===== config.mk =====
export PLATFORM = sky130hd
export DESIGN_NAME = sptd_core
export DESIGN_NICKNAME = d
export VERILOG_FILES = /design/src/design/sptd_core.v
export VERILOG_INCLUDE_DIRS = /design/src /design/src/design
export SDC_FILE = /design/constraint.sdc
export NUM_CORES = 1
export LEC_CHECK = 0
export ABC_AREA = 1
export BUFFER_PORTS_ARGS = -buffer_cell sky130_fd_sc_hd__buf_4
export CORE_ASPECT_RATIO = 1.5
export CORE_MARGIN = 2
export CORE_UTILIZATION = 59
export DETAILED_ROUTE_END_ITERATION = 7
export PLACE_DENSITY = 0.82
export SETUP_SLACK_MARGIN = 0.02
export SYNTH_ARGS = -nofsm -noshare
export SYNTH_HDL_FRONTEND = slang
export SYNTH_SLANG_ARGS = --single-unit

===== constraint.sdc =====
create_clock -name ref_clk -period 2.96 [get_ports ref_clk]
set_input_delay 0.592 -clock ref_clk [delete_from_list [all_inputs] [get_ports ref_clk]]
set_output_delay 0.592 -clock ref_clk [all_outputs]
set_load 0.05 [all_outputs]

===== src/design/sptd_map.vh =====
// constants for the spi transfer engine with dma handshake
// assumes inclusion by the single design file, no other context
`ifndef SPTD_MAP_VH
`define SPTD_MAP_VH

`define SPTD_BAUD_RESET 16'h00ff
`define SPTD_BAUD_MIN 16'h0002
`define SPTD_BITS 4'h8
`define SPTD_SR_RX_DMA_DONE 8
`define SPTD_SR_TX_DMA_DONE 9
`define SPTD_CR_RX_DMA_IE 17
`define SPTD_CR_TX_DMA_IE 18
`define SPTD_DUMMY_BYTE 8'hff

`endif


===== src/design/sptd_core.v =====
// spi transfer engine: master or slave, four clock modes, double-buffered tx and rx, dma handshakes
// assumes all inputs synchronous to ref_clk; serial pins other than slave_select_n are split into in, out and enable
`timescale 1ns/1ps
`include "sptd_map.vh"

module sptd_core (
	// clock and reset
	input wire ref_clk,
	input wire rstn,
	// configuration
	input wire enable,
	input wire master_mode,
	input wire clock_polarity,
	input wire clock_phase,
	input wire bit_order_select,
	input wire [15:0] baud_divisor,
	input wire rx_dma_irq_enable,
	input wire tx_dma_irq_enable,
	// software data access
	input wire tx_write,
	input wire [7:0] tx_wdata,
	input wire rx_read,
	output reg [7:0] rx_rdata,
	output reg tx_ready,
	output reg rx_ready,
	output reg busy,
	// status
	input wire status_clear,
	output reg rx_dma_done_flag,
	output reg tx_dma_done_flag,
	output reg dma_irq,
	// dma handshake
	input wire rx_dma_enable,
	input wire tx_dma_enable,
	output reg rx_dma_req,
	input wire rx_dma_ack,
	output reg tx_dma_req,
	input wire tx_dma_ack,
	input wire rx_dma_done,
	input wire tx_dma_done,
	// serial pins
	input wire sclk_in,
	output reg sclk_out,
	output reg sclk_oe,
	input wire slave_select_n,
	input wire mosi_in,
	output reg mosi_out,
	output reg mosi_oe,
	input wire miso_in,
	output reg miso_out,
	output reg miso_oe
);

localparam ST_IDLE = 2'd0;
localparam ST_LEAD = 2'd1;
localparam ST_TRAIL = 2'd2;

// ********************************************
// shared state
// ********************************************
reg [1:0] state;
reg [15:0] div_cnt;
reg [3:0] bit_cnt;
reg [7:0] tx_data_holding;
reg tx_full;
reg [7:0] shift_tx;
reg [7:0] shift_rx;
reg sclk_prev;
reg ss_prev;
reg sel_active;
reg dummy_pending;
reg rx_dma_done_prev;
reg tx_dma_done_prev;
reg tx_req_armed;
reg rx_req_armed;
reg out_bit;

wire [15:0] baud_eff = (baud_divisor < `SPTD_BAUD_MIN) ? `SPTD_BAUD_MIN : baud_divisor;
wire half_tick = (div_cnt >= (baud_eff >> 1));
wire [7:0] load_src = (dummy_pending && tx_dma_enable) ? `SPTD_DUMMY_BYTE : tx_data_holding;
wire first_bit = bit_order_select ? shift_tx[7] : shift_tx[0];
wire sample_bit = master_mode ? miso_in : mosi_in;

// slave edges seen on sclk_in; leading is idle-to-active whatever the polarity
wire s_clk_lvl = sclk_in ^ clock_polarity;
wire s_prev_lvl = sclk_prev ^ clock_polarity;
wire s_lead = s_clk_lvl && !s_prev_lvl;
wire s_trail = !s_clk_lvl && s_prev_lvl;
wire ss_fall = ss_prev && !slave_select_n;

function [7:0] push_in;
	input [7:0] cur;
	input msb_first;
	input b;
	begin
		push_in = msb_first ? {cur[6:0], b} : {b, cur[7:1]};
	end
endfunction

function [7:0] pop_out;
	input [7:0] cur;
	input msb_first;
	begin
		pop_out = msb_first ? {cur[6:0], 1'b0} : {1'b0, cur[7:1]};
	end
endfunction

function pick;
	input [7:0] v;
	input msb_first;
	begin
		pick = msb_first ? v[7] : v[0];
	end
endfunction

// ********************************************
// transfer engine
// ********************************************
always @(posedge ref_clk) begin
	if (!rstn) begin
		state <= ST_IDLE;
		div_cnt <= 16'h0000;
		bit_cnt <= 4'h0;
		tx_data_holding <= 8'h00;
		tx_full <= 1'b0;
		shift_tx <= 8'h00;
		shift_rx <= 8'h00;
		rx_rdata <= 8'h00;
		rx_ready <= 1'b0;
		tx_ready <= 1'b1;
		busy <= 1'b0;
		sclk_out <= 1'b0;
		sclk_oe <= 1'b0;
		mosi_out <= 1'b0;
		mosi_oe <= 1'b0;
		miso_out <= 1'b0;
		miso_oe <= 1'b0;
		sclk_prev <= 1'b0;
		ss_prev <= 1'b1;
		sel_active <= 1'b0;
		dummy_pending <= 1'b1;
		out_bit <= 1'b0;
	end else begin
		sclk_prev <= sclk_in;
		ss_prev <= slave_select_n;
		// polarity only flips the driven clock level
		sclk_out <= ((state == ST_TRAIL) ^ clock_polarity);
		sclk_oe <= enable && master_mode;
		// master select pin is an input here and must be held high externally
		mosi_oe <= enable && master_mode;
		miso_oe <= enable && !master_mode && sel_active;
		mosi_out <= out_bit;
		miso_out <= out_bit;
		tx_ready <= !tx_full;
		busy <= (state != ST_IDLE) || sel_active;
		if (tx_write) begin
			tx_data_holding <= tx_wdata;
			tx_full <= 1'b1;
		end
		if (rx_read) begin
			rx_ready <= 1'b0;
		end
		if (!enable) begin
			state <= ST_IDLE;
			sel_active <= 1'b0;
			div_cnt <= 16'h0000;
		end else if (master_mode) begin
			sel_active <= 1'b0;
			case (state)
				ST_IDLE: begin
					// a full holding register launches the next byte after a single idle cycle
					if (tx_full) begin
						shift_tx <= tx_data_holding;
						tx_full <= tx_write;
						bit_cnt <= 4'h0;
						div_cnt <= 16'h0000;
						// phase zero drives the first bit now and waits half a period
						out_bit <= pick(tx_data_holding, bit_order_select);
						state <= clock_phase ? ST_TRAIL : ST_LEAD;
					end
				end
				ST_LEAD: begin
					div_cnt <= div_cnt + 16'h0001;
					if (half_tick) begin
						div_cnt <= 16'h0000;
						state <= ST_TRAIL;
						if (!clock_phase) begin
							shift_rx <= push_in(shift_rx, bit_order_select, sample_bit);
						end else begin
							shift_tx <= pop_out(shift_tx, bit_order_select);
							out_bit <= pick(pop_out(shift_tx, bit_order_select), bit_order_select);
						end
					end
				end
				default: begin
					if (clock_phase && bit_cnt == 4'h0 && div_cnt == 16'h0000) begin
						out_bit <= first_bit;
					end
					div_cnt <= div_cnt + 16'h0001;
					if (half_tick) begin
						div_cnt <= 16'h0000;
						bit_cnt <= bit_cnt + 4'h1;
						if (clock_phase) begin
							shift_rx <= push_in(shift_rx, bit_order_select, sample_bit);
						end else begin
							shift_tx <= pop_out(shift_tx, bit_order_select);
							out_bit <= pick(pop_out(shift_tx, bit_order_select), bit_order_select);
						end
						if (bit_cnt == `SPTD_BITS - 4'h1) begin
							state <= ST_IDLE;
							rx_rdata <= clock_phase ? push_in(shift_rx, bit_order_select, sample_bit) : shift_rx;
							rx_ready <= 1'b1;
						end else begin
							state <= ST_LEAD;
							if (clock_phase) begin
								out_bit <= pick(shift_tx, bit_order_select);
							end
						end
					end
				end
			endcase
		end else begin
			state <= ST_IDLE;
			if (slave_select_n) begin
				sel_active <= 1'b0;
			end else if (ss_fall) begin
				sel_active <= 1'b1;
				bit_cnt <= 4'h0;
				shift_tx <= load_src;
				dummy_pending <= 1'b0;
				if (!(dummy_pending && tx_dma_enable)) begin
					tx_full <= tx_write;
				end
				if (!clock_phase) begin
					out_bit <= pick(load_src, bit_order_select);
				end
				// phase one leaves out_bit at its previous value until the first leading edge
			end else if (sel_active) begin
				if (s_lead) begin
					if (clock_phase) begin
						out_bit <= pick(shift_tx, bit_order_select);
						shift_tx <= pop_out(shift_tx, bit_order_select);
					end else begin
						shift_rx <= push_in(shift_rx, bit_order_select, mosi_in);
					end
				end
				if (s_trail) begin
					bit_cnt <= bit_cnt + 4'h1;
					if (clock_phase) begin
						shift_rx <= push_in(shift_rx, bit_order_select, mosi_in);
					end else begin
						shift_tx <= pop_out(shift_tx, bit_order_select);
						out_bit <= pick(pop_out(shift_tx, bit_order_select), bit_order_select);
					end
					if (bit_cnt == `SPTD_BITS - 4'h1) begin
						bit_cnt <= 4'h0;
						rx_rdata <= clock_phase ? push_in(shift_rx, bit_order_select, mosi_in) : shift_rx;
						rx_ready <= 1'b1;
						shift_tx <= tx_data_holding;
						tx_full <= tx_write;
						if (!clock_phase) begin
							out_bit <= pick(tx_data_holding, bit_order_select);
						end
					end
				end
			end
		end
	end
end

// ********************************************
// dma handshake and done flags
// ********************************************
always @(posedge ref_clk) begin
	if (!rstn) begin
		rx_dma_req <= 1'b0;
		tx_dma_req <= 1'b0;
		rx_req_armed <= 1'b1;
		tx_req_armed <= 1'b1;
		rx_dma_done_flag <= 1'b0;
		tx_dma_done_flag <= 1'b0;
		rx_dma_done_prev <= 1'b0;
		tx_dma_done_prev <= 1'b0;
		dma_irq <= 1'b0;
	end else begin
		rx_dma_done_prev <= rx_dma_done;
		tx_dma_done_prev <= tx_dma_done;
		// both channels advance in the same cycle without arbitration
		if (rx_dma_req && rx_dma_ack) begin
			rx_dma_req <= 1'b0;
			rx_req_armed <= 1'b0;
		end else if (rx_dma_enable && rx_ready && rx_req_armed) begin
			rx_dma_req <= 1'b1;
		end else if (!rx_dma_enable) begin
			rx_dma_req <= 1'b0;
		end
		if (!rx_ready || rx_read) begin
			rx_req_armed <= 1'b1;
		end
		if (tx_dma_req && tx_dma_ack) begin
			tx_dma_req <= 1'b0;
			tx_req_armed <= 1'b0;
		end else if (tx_dma_enable && tx_ready && tx_req_armed) begin
			tx_dma_req <= 1'b1;
		end else if (!tx_dma_enable) begin
			tx_dma_req <= 1'b0;
		end
		if (tx_write) begin
			tx_req_armed <= 1'b1;
		end
		// set beats clear in the same cycle
		if (rx_dma_done && !rx_dma_done_prev) begin
			rx_dma_done_flag <= 1'b1;
		end else if (status_clear) begin
			rx_dma_done_flag <= 1'b0;
		end
		if (tx_dma_done && !tx_dma_done_prev) begin
			tx_dma_done_flag <= 1'b1;
		end else if (status_clear) begin
			tx_dma_done_flag <= 1'b0;
		end
		dma_irq <= (rx_dma_done_flag && rx_dma_irq_enable) || (tx_dma_done_flag && tx_dma_irq_enable);
	end
end

endmodule


* Yosys cells after proc, flatten, opt, wreduce, memory -nomap -nowiden
Cells that the tools add are included.
** Storage, ports and cells
- Register bits after elaboration :: 76
- Word-level logic and storage cells :: 229
- Output and inout port bits :: 22
- Input port bits :: 46
** Operators by class
- Bitwise operators :: 7
- Mux-type cells :: 112
- Equality and inequality tests :: 20
- Reductions and logical operators :: 57
- Add/subtract/negate cells :: 2
- Magnitude comparators :: 2
** Operator list (number)
- $mux 8 :: 39
- $mux 16 :: 4
- $mux 1 :: 52
- $mux 4 :: 8
- $pmux 8 s2 :: 2
- $reduce_and 7->1 :: 4
- $logic_and 1x1->1 :: 19
- $add 16x1->16 const B :: 1
- $ge 16x15->1 :: 1
- $logic_not 16->1 :: 1
- $lt 16x2->1 const B :: 1
- $ne 3x3->1 const B :: 5
- $ne 2x2->1 const B :: 7
- $reduce_bool 2->1 :: 6
- $reduce_or 2->1 :: 5
- $logic_not 1->1 :: 8
- $mux 2 :: 4
- $pmux 4 s2 :: 1
- $reduce_and 8->1 :: 1
- $ne 2x1->1 const B :: 3
- $reduce_and 3->1 :: 2
- $reduce_bool 3->1 :: 2
- $add 4x1->4 const B :: 1
- $eq 4x3->1 const B :: 1
- other kinds (14) :: 22

* Depth between registers and ports, before layout
- Depth in word-level cells :: 12
- Gate-level depth with buffers :: 20

* Least setup slack after synthesis
Ideal clock, no wire load.
- Path kind :: input port to flip-flop
- Start :: input baud_divisor[12]
- End :: register shift_rx[1]
- Stages on the path :: 12
- Setup slack :: 0.671 ns
- Setup time :: 0.115 ns
- Buffers on the path :: 1
- Arrival :: 2.175 ns
- Data required time :: 2.845 ns
- Path through :: inv_1 -> nand4_1 -> nor2_1 -> a41o_1 -> ha_1 -> nand3_1 -> nor3_1 -> nand2_1 -> nand4_1 -> nand3_2 -> buf_6 -> o21a_1
** Between the ends
- Word-level cells in the longest chain between the ends :: 5
** RTL lines
- start: declaration :: line sptd_core.v:16 : input wire [15:0] baud_divisor,
- $lt 16x2->1 (no source line)
- $mux 16 * :: line sptd_core.v:78 : wire [15:0] baud_eff = (baud_divisor < `SPTD_BAUD_MIN) ? `SPTD_BAUD_MIN : baud_divisor;
- $ge 16x15->1 * :: line sptd_core.v:79 : wire half_tick = (div_cnt >= (baud_eff >> 1));
- $ne 2x1->1 (no source line) *
- $reduce_and 7->1 (no source line) *
- end signal: assignment :: line sptd_core.v:188 : shift_rx <= push_in(shift_rx, bit_order_select, sample_bit);
- end signal: assignment :: line sptd_core.v:204 : shift_rx <= push_in(shift_rx, bit_order_select, sample_bit);
- end signal: assignment :: line sptd_core.v:244 : shift_rx <= push_in(shift_rx, bit_order_select, mosi_in);
- end: declaration :: line sptd_core.v:67 : reg [7:0] shift_rx;
Every way passes the cells marked *; elsewhere a longest branch is shown, timed or not.
A chain may end at the register's enable or synchronous reset.

* Final worst setup path
- Start :: input baud_divisor[12]
- End :: register rx_rdata[4]
** Between the ends
- Word-level cells in the longest chain between the ends :: 5
** RTL lines
- $lt 16x2->1 (no source line)
- $mux 16 * :: line sptd_core.v:78
- $ge 16x15->1 * :: line sptd_core.v:79
- $ne 2x1->1 (no source line) *
- $reduce_and 8->1 (no source line) *
- end signal: assignment :: line sptd_core.v:211 : rx_rdata <= clock_phase ? push_in(shift_rx, bit_order_select, sample_bit) : shift_rx;
- end signal: assignment :: line sptd_core.v:257 : rx_rdata <= clock_phase ? push_in(shift_rx, bit_order_select, mosi_in) : shift_rx;
- end: declaration :: line sptd_core.v:23 : output reg [7:0] rx_rdata,
Marks and branches as above.

==> results_dict.tcl <==
set metrics [dict create \
    crit_top_cell "nand4_1" \
    worstSetupPathType "in -> reg" \
    row_count 42 \
    grt_usage_pct 33.90 \
    synth_nets 892 \
    reg2reg_slack_ps 550 \
    clk_latency_ps 340 \
    core-area_mm2 0.008723 \
    crit_path_end_kind "flip-flop" \
    finalHoldViolations 0 \
    critPathMaxStageDelay_ps 290 \
    ctsResizeCount 0 \
    synthesis.area_mm2 0.005210 \
    area_delta_synth_final_pct 16.91 \
    clkTransAtPathRegs_ps 60 \
    setup_viol 0 \
    synth_seq_area_share_pct 29.20 \
    vias_per_cell 5.852 \
    cts_setup_buffers 0 \
    vdd_drop_max_mv 0.3413 \
    numPortBuffers 66 \
    crit_chain "buf_4, inv_1, nand4_1, nor2_1, a41o_1, ha_1, nand3_1, nor3_1, nand2_1, nand4_1, nand3_2, or2_0, a21oi_1" \
    start_util_pct 59.72 \
    ant_nets 0 \
    antenna_found_initial 0 \
    nets 953 \
    cts_tree "done" \
    synth_warnings 0 \
    grt_pass1_wl_mm 25.71 \
    reg2regPathDepth 10 \
    ioPinCount 68 \
    drv_cap 0 \
    final_cell_area_mm2 0.006091 \
    rsz0062_at_grt "false" \
    slew-limit-headroom_pct 56.10 \
    reg2reg_to "rx_rdata[4]" \
    fin_crit_ps 2571 \
    cts_buffer_depth 2 \
    outcome "finished clean" \
    finalCritPeriodShare_pct 86.87 \
    hold-path-endpoint "tx_dma_done_flag" \
    min_from "tx_dma_done_prev" \
    dp_hpwl_mm 11.57 \
    maxSlewViolCount 0 \
    dr.pass1.iters 5 \
    p_leak_nw 2.812 \
    syn_area_per_cell_um2 6.300 \
    root_buffer "clkbuf_16" \
    syn_inst 827 \
    fmax_mhz 388.9 \
    holdPathStages 1 \
    die_w_um 80.73 \
    dp.cells 987 \
    postLayoutSetupSlackWorst_ps 388.6 \
    worstMarginPinSlew_ps 657.7 \
    grt_max_degree 43 \
    slowest_stage "ha_1" \
    ys_types 50 \
    numCtsBuffers 9 \
    n_antenna_cell 0 \
    drcViolationCount 0 \
    ys_seq_elements 76 \
    path_buf_inv 2 \
    fin_tns_setup_ps 0 \
    grt_pass1_vias 5793 \
    drive_gt1_share_pct 14.11 \
    cp.required_ps 3220 \
    cts_sinks 76 \
    wirelength_mm 15.83 \
    hold_class "reg -> reg" \
    first_iter_violations 480 \
    num_vias 5870 \
    skew_ps 7.951 \
    crit_family "simple AND/OR/NAND/NOR gates" \
    hold_buffers 0 \
    dieArea_mm2 0.009614 \
    place_area_mm2 0.005821 \
    critPathMaxFanout 16 \
    die_y_um 119.1 \
    grt-ovfl-total 0 \
    gp_congestion 0.9933 \
    powerDensity_mw_per_mm2 435.7 \
    critPathLaunchType "input port" \
    reg2reg_from "div_cnt[11]" \
    arrival_ps 2830 \
    wl_per_cell_um 15.78 \
    fin_cells 1003 \
    dp_slack_ps 35.77 \
    cts_max_level 3 \
]
-- synthesized netlist by cell type (all sizes together) --
library cell	number	share of area, %
o211ai	13	1.9
a211oi	5	0.72
nand4	10	1.5
buf	15	1.8
a22oi	4	0.58
o22ai	7	0.84
ha	19	4.6
o311ai	2	0.34
o21ai	62	6.0
xor2	9	1.5
a221oi	1	0.17
or2	7	0.84
dfxtp	76	29
a41o	1	0.19
o21a	6	0.86
xnor2	2	0.34
o31ai	2	0.29
nor4	3	0.65
o221ai	2	0.34
and2	2	0.24
a21boi	1	0.14
nor3b	1	0.14
a21o	1	0.14
clkbuf	21	1.5
nand2	221	16
nand3b	1	0.14
o21bai	4	0.65
inv	99	7.1
a31oi	1	0.12
nor3	13	1.3
a21oi	70	6.8
nor2	83	6.7
nand3	63	6.3
-- area by class of cell --
cell class | instances | area [um2]
Tap cell | 110 | 137.6
Multi-Input combinational cell | 616 | 3144
Timing Repair Buffer | 86 | 645.6
Fill cell | 800 | 2633
Sequential cell | 76 | 1521
Inverter | 99 | 371.6
Clock buffer | 10 | 229.0
Clock inverter | 6 | 41.29
-- registers in the layout (all words and copies together) (netlist names), 2 cells and up --
signal	cells
rx_rdata	8
shift_tx	8
div_cnt	16
shift_rx	8
tx_data_holding	8
state	2
bit_cnt	4
-- report_power, final --
group	internal (W)	switching (W)	total, W
registers	0.00106	0.0000347	0.00110
clock network	0.000565	0.000435	0.00100
logic	0.000196	0.000359	0.000555
-- worst register-to-register path, delay by kind of cell, from the launching register on --
kind / cells / cell delay, ps
simple gates: 7 / 1470
flops: 1 / 360
fa+ha+maj: 1 / 320
compound gates: 1 / 120
buf+inv: 1 / 60
-- how the worst max path moves through the flow --
stage	startpoint	end	slack, ps	depth (start not counted)
floorplan	baud_divisor[12]	shift_rx[1]	670	12
global placement	baud_divisor[12]	rx_rdata[2]	160	13
detailed placement	baud_divisor[13]	rx_rdata[2]	40	13
CTS	baud_divisor[13]	rx_rdata[2]	400	13
global route	baud_divisor[13]	shift_rx[1]	110	18
finish	baud_divisor[12]	rx_rdata[4]	390	13
-- cells in the final DEF (no fill, tap or decap), drive strengths merged, types with 19 or more instances in the layout --
cell / n
o21ai: 62
dfxtp: 76
nand2: 221
nor2: 83
a21oi: 70
buf: 86
inv: 99
ha: 19
nand3: 63
-- layer usage --
metal	part of all wire [%]	global-route usage, %
met2	51	60.36
met4	5.2	23.09
met3	6.9	5.530
met1	36	35.14
met5	0	0
-- metrics by stage --
step / power [W] / util (%) / hold WS [ps]
finish: 0.002654 / 69.82 / 437.4
global placement: 0.001644 / 66.72 / 408.8
detailed placement: 0.001663 / 66.72 / 416.4
global route: 0.002766 / 69.82 / 461.2
floorplan: 0.001484 / - / 391.7
CTS: 0.002651 / 69.82 / 435.9
-- kinds of logic after synthesis --
family | count (synthesis) | share of synthesized area, %
flops | 76 | 29.20
fa+ha+maj | 19 | 4.563
compound gates | 182 | 20.08
buf+inv | 135 | 10.45
simple gates | 404 | 33.86
xor+xnor | 11 | 1.849
(Power assumes the default switching activity.)
